[config.mk]
export PLATFORM = sky130hd
export DESIGN_NAME = cgl_clock_ctrl_unit
export DESIGN_NICKNAME = d
export VERILOG_FILES = /design/src/rtl/cgl_pkg.sv /design/src/rtl/cgl_clock_ctrl_unit.sv
export VERILOG_INCLUDE_DIRS = /design/src /design/src/rtl
export SDC_FILE = /design/constraint.sdc
export NUM_CORES = 1
export LEC_CHECK = 0
export ABC_AREA = 1
export BUFFER_PORTS_ARGS = -buffer_cell sky130_fd_sc_hd__buf_2
export CORE_MARGIN = 2
export CORE_UTILIZATION = 25
export CTS_CLUSTER_DIAMETER = 30
export CTS_CLUSTER_SIZE = 10
export DETAILED_ROUTE_END_ITERATION = 8
export PLACE_DENSITY = 0.42
export SETUP_SLACK_MARGIN = 0.1
export SYNTH_ARGS = -nofsm -noshare
export SYNTH_HDL_FRONTEND = slang
export SYNTH_SLANG_ARGS = --single-unit
[constraint.sdc]
create_clock -name core_clk -period 3.7 [get_ports core_clk]
set_clock_uncertainty 0.2 [all_clocks]
set_input_delay 0.555 -clock core_clk [delete_from_list [all_inputs] [get_ports core_clk]]
set_output_delay 0.555 -clock core_clk [all_outputs]
set_load 0.03 [all_outputs]
[src/rtl/cgl_map.svh]
// Constants for the clock control unit: source codes, field positions, timing counts.
// Assumes a 200 MHz core clock; included by its bare name.
`ifndef CGL_MAP_SVH
`define CGL_MAP_SVH

// ----------------------------------------
// Master clock source codes
// ----------------------------------------
`define CGL_SRC_OSC 2'h0
`define CGL_SRC_PLL 2'h1
`define CGL_SRC_RTC 2'h2

// ----------------------------------------
// USB clock source codes
// ----------------------------------------
`define CGL_USB_MSTR48 2'h0
`define CGL_USB_MSTR96 2'h1
`define CGL_USB_EXT 2'h2

// ----------------------------------------
// Peripheral clock mask bit positions
// ----------------------------------------
`define CGL_MASK_HCLK 0
`define CGL_MASK_PCLK 1
`define CGL_MASK_BCLK 2
`define CGL_MASK_BAUD 3
`define CGL_MASK_USB 4
`define CGL_MASK_W 5

// ----------------------------------------
// Timing
// ----------------------------------------
`define CGL_CLK_PERIOD_PS 5000
`define CGL_OSC_SETTLE_NS 2000
`define CGL_OSC_SETTLE_CYC \
    ((`CGL_OSC_SETTLE_NS * 1000 + `CGL_CLK_PERIOD_PS - 1) / `CGL_CLK_PERIOD_PS)

`endif

[src/rtl/cgl_pkg.sv]
// Types for the clock control unit.
// Assumes nothing beyond a SystemVerilog compiler.
package cgl_pkg;

    // ----------------------------------------
    // Power modes
    // ----------------------------------------
    typedef enum logic [3:0] {
        CGL_RUN = 4'h1,
        CGL_IDLE = 4'h2,
        CGL_SLEEP = 4'h4,
        CGL_WAKE = 4'h8
    } cgl_mode_t;

    // ----------------------------------------
    // Source switch sequence
    // ----------------------------------------
    typedef enum logic [2:0] {
        CGL_SW_STEADY = 3'h1,
        CGL_SW_DROP = 3'h2,
        CGL_SW_RAISE = 3'h4
    } cgl_sw_t;

endpackage

[src/rtl/cgl_clock_ctrl_unit.sv]
// Clock control unit: master clock source switch, derived clock enables, Idle and Sleep.
// Assumes source clocks arrive as levels synchronous to core_clk, well below its rate.
//
// Contract
// - Master clock from one of three sources, switched by firmware without glitches.
// - Separately divided and gated clocks for CPU, buses, flash, memory bus, baud, USB; the CPU enable here is the undivided master tick.
// - PLL uses the oscillator as reference, master clock at most 96 MHz.
// - Oscillator after power-up; PLL selectable only once it reports lock.
// - Oscillator reselectable any time, then PLL may be disabled.
// - PLL forced off on Sleep entry.
// - RTC clock selectable as slow master clock.
// - Flash clock from root clock, equal by default, optional halving, at most 96 MHz.
// - Baud and serial clock from master clock, optional halving.
// - Memory bus clock from system bus clock, same or half, optionally on a pin.
// - USB clock 48 MHz from master 48, master 96 halved, or external pin.
// - Oscillator forwarded to PHY clock pin when enabled; needs 25 MHz oscillator.
// - RTC clock optionally on debug return pin, running through Sleep.
// - Idle stops CPU and flash clocks at once; peripherals keep masks from before entry.
// - Idle left on any reset, any interrupt, or wake-up input.
// - Sleep stops every clock but RTC and disables the oscillator pins.
// - Sleep left on non-watchdog reset, RTC alarm or wake-up, with RTC running.
`include "cgl_map.svh"
`timescale 1ns/1ps
`default_nettype none

module cgl_clock_ctrl_unit #(
    parameter int WAKE_CYC = `CGL_OSC_SETTLE_CYC
) (
    input wire logic core_clk,
    input wire logic rst_n,
    input wire logic oscClkIn,
    input wire logic pllClkIn,
    input wire logic rtcClkIn,
    input wire logic pllLocked,
    input wire logic [1:0] srcSel,
    input wire logic pllEnCfg,
    input wire logic fmiDiv2,
    input wire logic ahbDiv2,
    input wire logic apbDiv2,
    input wire logic bclkDiv2,
    input wire logic bclkPinEnCfg,
    input wire logic baudDiv2,
    input wire logic [1:0] usbSel,
    input wire logic usbExtClkIn,
    input wire logic phyClkEnCfg,
    input wire logic rtcOutEnCfg,
    input wire logic [`CGL_MASK_W-1:0] clkMask,
    input wire logic idleSet,
    input wire logic sleepSet,
    input wire logic irqPending,
    input wire logic rtcAlarm,
    input wire logic wakeupIn,
    input wire logic extResetEvt,
    input wire logic wdogResetEvt,
    input wire logic rtcRunning,
    output logic mstrClk,
    output logic [1:0] curSrc,
    output logic pllEnable,
    output logic oscPinEn,
    output logic cpuClkEn,
    output logic hclkEn,
    output logic pclkEn,
    output logic fmiClkEn,
    output logic bclkEn,
    output logic bclkPinOut,
    output logic baudClkEn,
    output logic usbClkEn,
    output logic phyClkOut,
    output logic debugRtcClkOut,
    output logic inIdle,
    output logic inSleep
);

    // ----------------------------------------
    // Helpers
    // ----------------------------------------
    function automatic logic srcLevel(input logic [1:0] sel, input logic [2:0] lv);
        srcLevel = (sel == `CGL_SRC_PLL) ? lv[1] : (sel == `CGL_SRC_RTC) ? lv[2] : lv[0];
    endfunction

    function automatic logic [2:0] srcOneHot(input logic [1:0] sel);
        srcOneHot = (sel == `CGL_SRC_PLL) ? 3'h2 : (sel == `CGL_SRC_RTC) ? 3'h4 : 3'h1;
    endfunction

    // Divide-by-one or by-two enable from a parent tick
    function automatic logic halfTick(input logic tick, input logic div2, input logic ph);
        halfTick = tick & (~div2 | ph);
    endfunction

    // ----------------------------------------
    // State
    // ----------------------------------------
    localparam int CW = $clog2(WAKE_CYC + 1);
    localparam logic [CW-1:0] WAKE_LAST = CW'(WAKE_CYC - 1);

    cgl_pkg::cgl_mode_t mode_reg, mode_next;
    cgl_pkg::cgl_sw_t sw_reg, sw_next;
    logic [1:0] cur_reg, cur_next, tgt_reg, tgt_next;
    logic [2:0] gate_reg, gate_next;
    logic mstr_reg, mstr_next, mstrPrev_reg;
    logic pllEn_reg, pllEn_next, pllCfgPrev_reg;
    logic [CW-1:0] cnt_reg, cnt_next;
    logic [`CGL_MASK_W-1:0] mask_reg, mask_next;
    logic hPh_reg, pPh_reg, fPh_reg, bPh_reg, brPh_reg, uPh_reg, usbPrev_reg;
    logic bPin_reg, bPin_next;
    logic [1:0] want;
    logic [2:0] lv;
    logic mstrTick, hTick, pTick, fTick, bTick, brTick, uTick;
    logic [6:0] en_next, en_reg;
    logic phy_reg, rtcOut_reg;

    assign lv = {rtcClkIn, pllClkIn, oscClkIn};

    // ----------------------------------------
    // Source selection and glitch-free switch
    // ----------------------------------------
    always_comb begin
        want = `CGL_SRC_OSC;
        if (mode_reg == cgl_pkg::CGL_RUN || mode_reg == cgl_pkg::CGL_IDLE) begin
            case (srcSel)
                `CGL_SRC_PLL: begin
                    // Unlocked PLL request is ignored; a PLL losing lock falls back
                    if (pllLocked && pllEn_reg) begin
                        want = `CGL_SRC_PLL;
                    end else if (cur_reg == `CGL_SRC_PLL) begin
                        want = `CGL_SRC_OSC;
                    end else begin
                        want = cur_reg;
                    end
                end
                `CGL_SRC_RTC: want = `CGL_SRC_RTC;
                default: want = `CGL_SRC_OSC;
            endcase
        end
        sw_next = sw_reg;
        cur_next = cur_reg;
        tgt_next = tgt_reg;
        gate_next = gate_reg;
        case (sw_reg)
            cgl_pkg::CGL_SW_STEADY: begin
                if (want != cur_reg) begin
                    tgt_next = want;
                    sw_next = cgl_pkg::CGL_SW_DROP;
                end
            end
            cgl_pkg::CGL_SW_DROP: begin
                if (!srcLevel(cur_reg, lv)) begin
                    gate_next = 3'h0;
                    sw_next = cgl_pkg::CGL_SW_RAISE;
                end
            end
            cgl_pkg::CGL_SW_RAISE: begin
                if (!srcLevel(tgt_reg, lv)) begin
                    gate_next = srcOneHot(tgt_reg);
                    cur_next = tgt_reg;
                    sw_next = cgl_pkg::CGL_SW_STEADY;
                end
            end
            default: sw_next = cgl_pkg::CGL_SW_STEADY;
        endcase
        // Gates only move while their source is low, so no runt pulse
        mstr_next = |(lv & gate_reg);
    end

    always_ff @(posedge core_clk) begin
        if (!rst_n) begin
            sw_reg <= cgl_pkg::CGL_SW_STEADY;
            cur_reg <= `CGL_SRC_OSC;
            tgt_reg <= `CGL_SRC_OSC;
            gate_reg <= 3'h1;
            mstr_reg <= 1'b0;
            mstrPrev_reg <= 1'b0;
        end else begin
            sw_reg <= sw_next;
            cur_reg <= cur_next;
            tgt_reg <= tgt_next;
            gate_reg <= gate_next;
            mstr_reg <= mstr_next;
            mstrPrev_reg <= mstr_reg;
        end
    end

    // ----------------------------------------
    // Power modes and PLL enable
    // ----------------------------------------
    always_comb begin
        mode_next = mode_reg;
        cnt_next = cnt_reg;
        pllEn_next = pllEn_reg;
        if (!pllEnCfg) begin
            pllEn_next = 1'b0;
        end else if (!pllCfgPrev_reg && mode_reg == cgl_pkg::CGL_RUN) begin
            pllEn_next = 1'b1;
        end
        // Masks are held frozen while away from Run
        mask_next = (mode_reg == cgl_pkg::CGL_RUN) ? clkMask : mask_reg;
        case (mode_reg)
            cgl_pkg::CGL_RUN: begin
                if (sleepSet) begin
                    mode_next = cgl_pkg::CGL_SLEEP;
                    pllEn_next = 1'b0;
                end else if (idleSet) begin
                    mode_next = cgl_pkg::CGL_IDLE;
                end
            end
            cgl_pkg::CGL_IDLE: begin
                if (extResetEvt || wdogResetEvt || irqPending || rtcAlarm || wakeupIn) begin
                    mode_next = cgl_pkg::CGL_RUN;
                end
            end
            cgl_pkg::CGL_SLEEP: begin
                pllEn_next = 1'b0;
                // Watchdog cannot wake a stopped chip
                if (rtcRunning && (extResetEvt || rtcAlarm || wakeupIn)) begin
                    mode_next = cgl_pkg::CGL_WAKE;
                    cnt_next = '0;
                end
            end
            cgl_pkg::CGL_WAKE: begin
                pllEn_next = 1'b0;
                if (cnt_reg != WAKE_LAST) begin
                    cnt_next = cnt_reg + CW'(1);
                end else if (sw_reg == cgl_pkg::CGL_SW_STEADY && cur_reg == `CGL_SRC_OSC) begin
                    mode_next = cgl_pkg::CGL_RUN;
                end
            end
            default: mode_next = cgl_pkg::CGL_RUN;
        endcase
    end

    always_ff @(posedge core_clk) begin
        if (!rst_n) begin
            mode_reg <= cgl_pkg::CGL_RUN;
            cnt_reg <= '0;
            pllEn_reg <= 1'b0;
            pllCfgPrev_reg <= 1'b0;
            mask_reg <= '0;
        end else begin
            mode_reg <= mode_next;
            cnt_reg <= cnt_next;
            pllEn_reg <= pllEn_next;
            pllCfgPrev_reg <= pllEnCfg;
            mask_reg <= mask_next;
        end
    end

    // ----------------------------------------
    // Derived clock enables
    // ----------------------------------------
    always_comb begin
        mstrTick = mstr_reg & ~mstrPrev_reg;
        hTick = halfTick(mstrTick, ahbDiv2, hPh_reg);
        pTick = halfTick(hTick, apbDiv2, pPh_reg);
        // Flash rate limit is firmware's job: halve when root runs above 96 MHz
        fTick = halfTick(mstrTick, fmiDiv2, fPh_reg);
        bTick = halfTick(hTick, bclkDiv2, bPh_reg);
        brTick = halfTick(mstrTick, baudDiv2, brPh_reg);
        case (usbSel)
            `CGL_USB_MSTR48: uTick = mstrTick;
            `CGL_USB_MSTR96: uTick = halfTick(mstrTick, 1'b1, uPh_reg);
            `CGL_USB_EXT: uTick = usbExtClkIn & ~usbPrev_reg;
            default: uTick = 1'b0;
        endcase
        en_next = '0;
        bPin_next = bPin_reg;
        case (mode_reg)
            cgl_pkg::CGL_RUN: begin
                en_next[0] = mstrTick;
                en_next[3] = fTick;
                en_next[1] = hTick & clkMask[`CGL_MASK_HCLK];
                en_next[2] = pTick & clkMask[`CGL_MASK_PCLK];
                en_next[4] = bTick & clkMask[`CGL_MASK_BCLK];
                en_next[5] = brTick & clkMask[`CGL_MASK_BAUD];
                en_next[6] = uTick & clkMask[`CGL_MASK_USB];
            end
            cgl_pkg::CGL_IDLE: begin
                en_next[1] = hTick & mask_reg[`CGL_MASK_HCLK];
                en_next[2] = pTick & mask_reg[`CGL_MASK_PCLK];
                en_next[4] = bTick & mask_reg[`CGL_MASK_BCLK];
                en_next[5] = brTick & mask_reg[`CGL_MASK_BAUD];
                en_next[6] = uTick & mask_reg[`CGL_MASK_USB];
            end
            default: en_next = '0;
        endcase
        if (en_next[4] && bclkPinEnCfg) begin
            bPin_next = ~bPin_reg;
        end else if (!bclkPinEnCfg) begin
            bPin_next = 1'b0;
        end
    end

    always_ff @(posedge core_clk) begin
        if (!rst_n) begin
            hPh_reg <= 1'b0;
            pPh_reg <= 1'b0;
            fPh_reg <= 1'b0;
            bPh_reg <= 1'b0;
            brPh_reg <= 1'b0;
            uPh_reg <= 1'b0;
            usbPrev_reg <= 1'b0;
            en_reg <= '0;
            bPin_reg <= 1'b0;
            phy_reg <= 1'b0;
            rtcOut_reg <= 1'b0;
        end else begin
            hPh_reg <= mstrTick ? ~hPh_reg : hPh_reg;
            pPh_reg <= hTick ? ~pPh_reg : pPh_reg;
            fPh_reg <= mstrTick ? ~fPh_reg : fPh_reg;
            bPh_reg <= hTick ? ~bPh_reg : bPh_reg;
            brPh_reg <= mstrTick ? ~brPh_reg : brPh_reg;
            uPh_reg <= mstrTick ? ~uPh_reg : uPh_reg;
            usbPrev_reg <= usbExtClkIn;
            en_reg <= en_next;
            bPin_reg <= bPin_next;
            // Only a 25 MHz oscillator gives a usable PHY clock
            phy_reg <= phyClkEnCfg & oscClkIn & ~inSleep;
            rtcOut_reg <= rtcOutEnCfg & rtcClkIn;
        end
    end

    // ----------------------------------------
    // Outputs
    // ----------------------------------------
    assign mstrClk = mstr_reg;
    assign curSrc = cur_reg;
    // Reference is the oscillator; output ceiling of 96 MHz is set by PLL programming
    assign pllEnable = pllEn_reg;
    assign oscPinEn = (mode_reg != cgl_pkg::CGL_SLEEP);
    assign cpuClkEn = en_reg[0];
    assign hclkEn = en_reg[1];
    assign pclkEn = en_reg[2];
    assign fmiClkEn = en_reg[3];
    assign bclkEn = en_reg[4];
    assign bclkPinOut = bPin_reg;
    assign baudClkEn = en_reg[5];
    assign usbClkEn = en_reg[6];
    assign phyClkOut = phy_reg;
    assign debugRtcClkOut = rtcOut_reg;
    assign inIdle = (mode_reg == cgl_pkg::CGL_IDLE);
    assign inSleep = (mode_reg == cgl_pkg::CGL_SLEEP);

endmodule

`default_nettype wire

== Word level (Yosys, flattened, before mapping) ==
Cells that the tools add are included.
Widths: inputs -> output; s select.
Cells by class
  $add $sub $neg: 1
  multiplexer cells: 36
  equal/unequal tests: 28
  reduce and logical (&&, ||, !) cells: 26
  bitwise logic cells: 43
Operator list (count)
  $mux 4: 6
  $and 1x1->1: 21
  $mux 3: 7
  $mux 9: 2
  $pmux 9 s2: 1
  $not 1->1: 16
  $pmux 4 s4: 1
  $ne 2x2->1 const B: 6
  $pmux 3 s2: 2
  $add 9x1->9 const B: 1
  $mux 1: 9
  $ne 9x9->1 const B: 1
  $pmux 3 s3: 1
  $reduce_and 3->1: 3
  $eq 2x1->1 const B: 4
  $eq 2x2->1 const B: 4
  $pmux 2 s2: 2
  $logic_or 1x1->1: 7
  $mux 2: 3
  $ne 2x1->1 const B: 3
  $reduce_and 2->1: 3
  $logic_and 1x1->1: 5
  $or 1x1->1: 5
  $reduce_and 5->1: 1
  other kinds (18): 20
Storage, ports and cells
  input bits: 33
  output and inout port bits: 17
  register bits: 49

== Logic depth before layout (Yosys ltp) ==
  depth in word-level cells: 8
  gate-level depth with buffers: 11
  mapped depth without buffers: 11

== Worst setup path after synthesis ==
Ideal clock, no wire load.
  path type: input to register
  from: input port srcSel[1]
  to: register sw_reg[1]
  data arrival time: 1391 ps
  required time: 3372 ps
  cell stages on the path: 8
  path buffers: 0
  setup time: 128 ps
  path slack: 1982 ps
  cells stage by stage: inv_1 -> ha_1 -> a21boi_0 -> nand3_1 -> nand2_1 -> nand3_2 -> a21oi_1 -> nor2_1
Between the ends
  longest elaborated chain between the ends: 6
Ends and longest elaborated chain
  start: declaration: RTL line cgl_clock_ctrl_unit.sv:35  | input wire logic [1:0] srcSel,
  $eq 2x2->1 / $eq 2x1->1 (equally long branches): RTL line cgl_clock_ctrl_unit.sv:120  | case (srcSel)
  $pmux 2 s2 *: RTL line cgl_clock_ctrl_unit.sv:120
  $mux 2 *: RTL line cgl_clock_ctrl_unit.sv:119  | if (mode_reg == cgl_pkg::CGL_RUN || mode_reg == cgl_pkg::CGL_IDLE) begin
  $ne 2x2->1 *: RTL line cgl_clock_ctrl_unit.sv:141  | if (want != cur_reg) begin
  $ne 2x2->1 (no line) *
  $reduce_and 3->1 (no line) *
  end signal: assignment: RTL line cgl_clock_ctrl_unit.sv:167  | sw_reg <= cgl_pkg::CGL_SW_STEADY;
  end signal: assignment: RTL line cgl_clock_ctrl_unit.sv:174  | sw_reg <= sw_next;
  end: declaration: RTL line cgl_clock_ctrl_unit.sv:97  | cgl_pkg::cgl_sw_t sw_reg, sw_next;
Every way passes the cells marked *; elsewhere a longest branch is shown, timed or not.
A chain may end at the register's enable or synchronous reset.

== Final worst setup path ==
  from: register mode_reg[0]
  to: register cnt_reg[0]
Between the ends
  longest elaborated chain between the ends: 3
Ends and longest elaborated chain
  start: declaration: RTL line cgl_clock_ctrl_unit.sv:96  | cgl_pkg::cgl_mode_t mode_reg, mode_next;
  start signal: assignment: RTL line cgl_clock_ctrl_unit.sv:233  | mode_reg <= cgl_pkg::CGL_RUN;
  start signal: assignment: RTL line cgl_clock_ctrl_unit.sv:239  | mode_reg <= mode_next;
  $eq 4x4->1 / $eq 4x3->1 (equally long branches): RTL line cgl_clock_ctrl_unit.sv:197  | case (mode_reg)
  $ne 2x2->1 (no line), or another cell as far along
  $reduce_and 3->1 (no line)
  end signal: assignment: RTL line cgl_clock_ctrl_unit.sv:240  | cnt_reg <= cnt_next;
  end: declaration: RTL line cgl_clock_ctrl_unit.sv:102  | logic [CW-1:0] cnt_reg, cnt_next;
Parallel ways exist; a longest one is shown, timed or not.

==> metrics.txt <==
# TYPE chip_impl_metric gauge
chip_impl_metric{name="die_area",unit="sq mm"} 0.01049
chip_impl_metric{name="timing.final.max_slew_violations",unit=""} 0
chip_impl_metric{name="fillerInstances",unit=""} 1051
chip_impl_metric{name="worst_ir_drop_vdd",unit="V"} 0.0001514
chip_impl_metric{name="timing.critical_path.buf_inv",unit=""} 2
chip_impl_metric{name="met3_usage",unit="%"} 2.120
chip_impl_info{name="gr-max-usage-layer",value="met2"} 1
chip_impl_metric{name="nets",unit=""} 423
chip_impl_metric{name="p_leak",unit="nW"} 1.298
chip_impl_metric{name="die_width",unit="um"} 102.4
chip_impl_metric{name="drt_pre_antenna_iters",unit=""} 4
chip_impl_metric{name="drt_wl_total",unit="mm"} 5.981
chip_impl_metric{name="rows",unit=""} 35
chip_impl_metric{name="port_buffers",unit=""} 49
chip_impl_metric{name="globalRouteMet1Util",unit="%"} 15.54
chip_impl_metric{name="final_weighted_congestion_in_routability_driven_placement",unit=""} 0.7138
chip_impl_metric{name="fraction_of_power_consumed_by_the_clock_network",unit="%"} 33.8
chip_impl_metric{name="largest_register_ff_count",unit=""} 9
chip_impl_metric{name="syn-mean-instance-area",unit="sq um"} 7.249
chip_impl_info{name="cp_top_delay_family",value="simple AND/OR/NAND/NOR gates"} 1
chip_impl_metric{name="drt_drc_violations_left",unit=""} 0
chip_impl_metric{name="finalCoreUtilization",unit="%"} 31.33
chip_impl_metric{name="yosysWarningCount",unit=""} 0
chip_impl_metric{name="antenna_violating_nets_post_route",unit=""} 0
chip_impl_metric{name="ioPinCount",unit=""} 50
chip_impl_metric{name="first_global_vias",unit=""} 2130
chip_impl_info{name="cell_seen_most_often_among_critical_path_stages",value="sky130_fd_sc_hd__nor2_1"} 1
chip_impl_metric{name="overflow",unit=""} 0
chip_impl_metric{name="synth_enable_flop_cells",unit=""} 0
chip_impl_metric{name="post_synth_num_cell_types",unit=""} 37
chip_impl_metric{name="cts.clk_slew.worst_paths",unit="ps"} 90
chip_impl_metric{name="synthDominantCellAreaShare",unit="%"} 40.52
chip_impl_metric{name="combPwrFrac",unit="%"} 17.5
chip_impl_metric{name="maxClockFrequency",unit="MHz"} 475.2
chip_impl_metric{name="vias_per_cell",unit=""} 4.353
chip_impl_info{name="unrepaired_setup_endpoints_after_global_routing",value="false"} 1
chip_impl_metric{name="grt_pass1_wl",unit="mm"} 9.735
chip_impl_metric{name="p_seq_share",unit="%"} 48.8
chip_impl_metric{name="cts_resized",unit=""} 0
chip_impl_metric{name="synthesis.nets",unit=""} 372
chip_impl_metric{name="seq_area",unit="sq um"} 980.9
chip_impl_info{name="timing.critical_path.to_type",value="flip-flop"} 1
chip_impl_metric{name="totalNegativeSetupSlack",unit="ps"} 0
chip_impl_metric{name="design.core.area",unit="sq mm"} 0.009328
chip_impl_metric{name="hpwl",unit="mm"} 4.541
chip_impl_info{name="cpMaxStageDelayCell",value="sky130_fd_sc_hd__nor3_2"} 1
chip_impl_metric{name="area_growth_syn_to_layout",unit="%"} 20.72
chip_impl_metric{name="syn_area",unit="sq mm"} 0.002421
chip_impl_metric{name="report.final.hold_viol_count",unit=""} 0
chip_impl_info{name="status",value="finished clean"} 1
chip_impl_metric{name="antenna_found_initial",unit=""} 0
chip_impl_metric{name="synth_seq_cells",unit=""} 49
chip_impl_metric{name="dr.first_iter.drc_count",unit=""} 77
chip_impl_metric{name="clk_latency",unit="ps"} 300
chip_impl_metric{name="initial_utilization",unit="%"} 25.96
chip_impl_info{name="synth_flop_cell",value="sky130_fd_sc_hd__dfxtp_1"} 1
chip_impl_metric{name="cts-hold-fix-buffers",unit=""} 0
chip_impl_info{name="synth_area_leaders",value="sky130_fd_sc_hd__dfxtp_1 (41%), sky130_fd_sc_hd__nand2_1 (11%), sky130_fd_sc_hd__inv_1 (7.6%)"} 1
chip_impl_metric{name="multiInputGateArea",unit="sq mm"} 0.001212
chip_impl_info{name="synth_commonest_cells",value="sky130_fd_sc_hd__nand2_1 (68), sky130_fd_sc_hd__dfxtp_1 (49), sky130_fd_sc_hd__inv_1 (49)"} 1
chip_impl_metric{name="critical-path-max-stage-delay",unit="ps"} 570
chip_impl_info{name="criticalPathCategory",value="reg2reg"} 1
chip_impl_metric{name="maxCapViolations",unit=""} 0
chip_impl_metric{name="setup_viol",unit=""} 0
chip_impl_metric{name="tritoncts_buffer_count",unit=""} 5
chip_impl_info{name="critPathLaunchType",value="flip-flop"} 1
chip_impl_metric{name="finish.cell_count_without_fillers",unit=""} 515
chip_impl_metric{name="power.internal",unit="W"} 0.0008454
chip_impl_metric{name="timing.final.crit_period",unit="ps"} 2105
chip_impl_metric{name="switching_share_of_total_power",unit="%"} 28.36
chip_impl_metric{name="die_h",unit="um"} 102.4
chip_impl_metric{name="total_switching_power",unit="W"} 0.0003347
chip_impl_metric{name="h-tree-depth",unit=""} 2
chip_impl_metric{name="synth_sequential_area_ratio",unit="%"} 40.52
chip_impl_info{name="worstPathCellList",value="inv_1, nand2_2, nor3_2, nor2_1, nor2_4, inv_4, o21ai_0, nor2_1"} 1
chip_impl_info{name="yosys.cell_count.top_type",value="sky130_fd_sc_hd__nand2_1"} 1
chip_impl_info{name="min-delay-path-class",value="in2reg"} 1
chip_impl_metric{name="cp.required",unit="ps"} 3700
chip_impl_metric{name="postCtsSetupRepairBufs",unit=""} 0
chip_impl_metric{name="routed-via-count",unit=""} 2242
chip_impl_metric{name="worst-slew-pin-transition",unit="ps"} 739.5
chip_impl_metric{name="placed_cells",unit=""} 507
chip_impl_metric{name="antenna_cells",unit=""} 0
chip_impl_info{name="yosysTopAreaCell",value="sky130_fd_sc_hd__dfxtp_1"} 1
chip_impl_metric{name="synthesis.instances",unit=""} 334
chip_impl_metric{name="grt_start_max_net_pins",unit=""} 31
chip_impl_info{name="tritoncts",value="yes"} 1
chip_impl_metric{name="final_layout_size_suffix_gt1_share",unit="%"} 21.50
chip_impl_metric{name="timing.slew.headroom",unit="%"} 50.43
chip_impl_metric{name="cts-root-to-sink-buffers",unit=""} 2
chip_impl_metric{name="global_route.usage.total",unit="%"} 11.78
chip_impl_metric{name="clock_sink_count",unit=""} 49
chip_impl_metric{name="timing.critical_path.arrival",unit="ps"} 2110
chip_impl_metric{name="avgRoutedWirePerCell",unit="um"} 11.61
chip_impl_metric{name="fin_crit_sh",unit="%"} 56.88
chip_impl_metric{name="power_density",unit="mW/mm^2"} 403.8
chip_impl_info{name="clk_root_buffer_cell",value="sky130_fd_sc_hd__clkbuf_8"} 1
chip_impl_metric{name="met2_layer_usage_reported_by_global_route",unit="%"} 19.74
chip_impl_metric{name="asyncSetResetFlopFracSynth",unit="%"} 0
chip_impl_metric{name="cp_max_fo",unit=""} 12
## worst reg2reg max path: stages (launching register included)
cell                      delay [ps]
sky130_fd_sc_hd__dfxtp_1         330
sky130_fd_sc_hd__inv_1            90
sky130_fd_sc_hd__nand2_2          90
sky130_fd_sc_hd__nor3_2          570
sky130_fd_sc_hd__nor2_1          200
sky130_fd_sc_hd__nor2_4          230
sky130_fd_sc_hd__inv_4            80
sky130_fd_sc_hd__o21ai_0         170
sky130_fd_sc_hd__nor2_1           50
## layout make-up
class,instances,share of cell area [%]
Clock buffer,7,2.954
Clock inverter,1,1.027
Inverter,54,7.063
Multi-Input combinational cell,226,41.48
Sequential cell,49,33.56
Tap cell,129,5.522
Timing Repair Buffer,49,8.390
## logic make-up after synthesis
group / share of synthesized area [%]
DFF: 40.52
xor gates and xnor gates: 1.085
AOI/OAI and AO/OA: 14.21
adders and majority gates: 2.584
buffers and inverters: 9.406
and+or+nand+nor: 32.20
## final timing paths
kind,startpoint,endpoint,slack [ps],cells past startpoint
min,fmiDiv2,en_reg[3]$_SDFF_PN0_,230,2
min reg2reg,uPh_reg$_SDFFE_PN0P_,uPh_reg$_SDFFE_PN0P_,260,1
max,mode_reg[0]$_SDFFE_PN1P_,cnt_reg[0]$_SDFFE_PN0P_,1600,8
max reg2reg,mode_reg[0]$_SDFFE_PN1P_,cnt_reg[0]$_SDFFE_PN0P_,1600,8
## per-stage QoR
stage	hold slack [ps]	instance area [sq um]	total power (W)	setup slack, ps
CTS	222.6	2923	0.001202	1571
global route	215.0	2923	0.001250	1422
floorplan	223.0	2421	0.0007300	1982
finish	227.8	2923	0.001180	1595
detailed placement	243.6	2806	0.0007969	1456
global placement	244.9	2806	0.0007955	1544
## power by group through the flow
stage	Combinational (W)	Clock, W	Sequential (W)
3_5_place_dp	0.000209	0	0.000588
2_1_floorplan	0.000136	0	0.000594
6_report	0.000206	0.000399	0.000575
4_1_cts	0.000209	0.000417	0.000576
5_1_grt	0.000236	0.000434	0.000580
3_3_place_gp	0.000208	0	0.000588
## layout by cell type, fill, tap and decap left out, types with 2 or more instances in the layout
cell type | Yosys | final
sky130_fd_sc_hd__nand3b_1 | 6 | 6
sky130_fd_sc_hd__nand2_1 | 68 | 68
sky130_fd_sc_hd__nand2_2 | 2 | 2
sky130_fd_sc_hd__inv_1 | 49 | 49
sky130_fd_sc_hd__nor3_4 | 2 | 2
sky130_fd_sc_hd__nand4_1 | 6 | 6
sky130_fd_sc_hd__nand3_2 | 4 | 4
sky130_fd_sc_hd__a21oi_1 | 28 | 28
sky130_fd_sc_hd__nor2_1 | 30 | 30
sky130_fd_sc_hd__clkbuf_8 | 0 | 6
sky130_fd_sc_hd__o21ai_2 | 2 | 2
sky130_fd_sc_hd__inv_2 | 2 | 2
sky130_fd_sc_hd__a221oi_1 | 2 | 2
sky130_fd_sc_hd__buf_2 | 2 | 49
sky130_fd_sc_hd__nand3_1 | 26 | 26
sky130_fd_sc_hd__nor3_1 | 2 | 2
sky130_fd_sc_hd__nor2_2 | 4 | 4
sky130_fd_sc_hd__dfxtp_1 | 49 | 49
sky130_fd_sc_hd__ha_1 | 5 | 5
sky130_fd_sc_hd__xor2_1 | 3 | 3
sky130_fd_sc_hd__nor2_4 | 2 | 2
sky130_fd_sc_hd__o21ai_0 | 19 | 19
sky130_fd_sc_hd__o211ai_1 | 2 | 2
sky130_fd_sc_hd__nand2_4 | 3 | 3
## metal layers
| metal | routed length (um) | up-vias | part of all wire [%] |
|---|---|---|---|
| met5 | 0 | - | 0 |
| met4 | 49 | 0 | 0.82 |
| met3 | 220 | 5 | 3.7 |
| met2 | 2770 | 46 | 46 |
| met1 | 2940 | 1013 | 49 |
| li1 | - | 1178 | - |
Note: power is estimated with default switching activity, not from simulation.
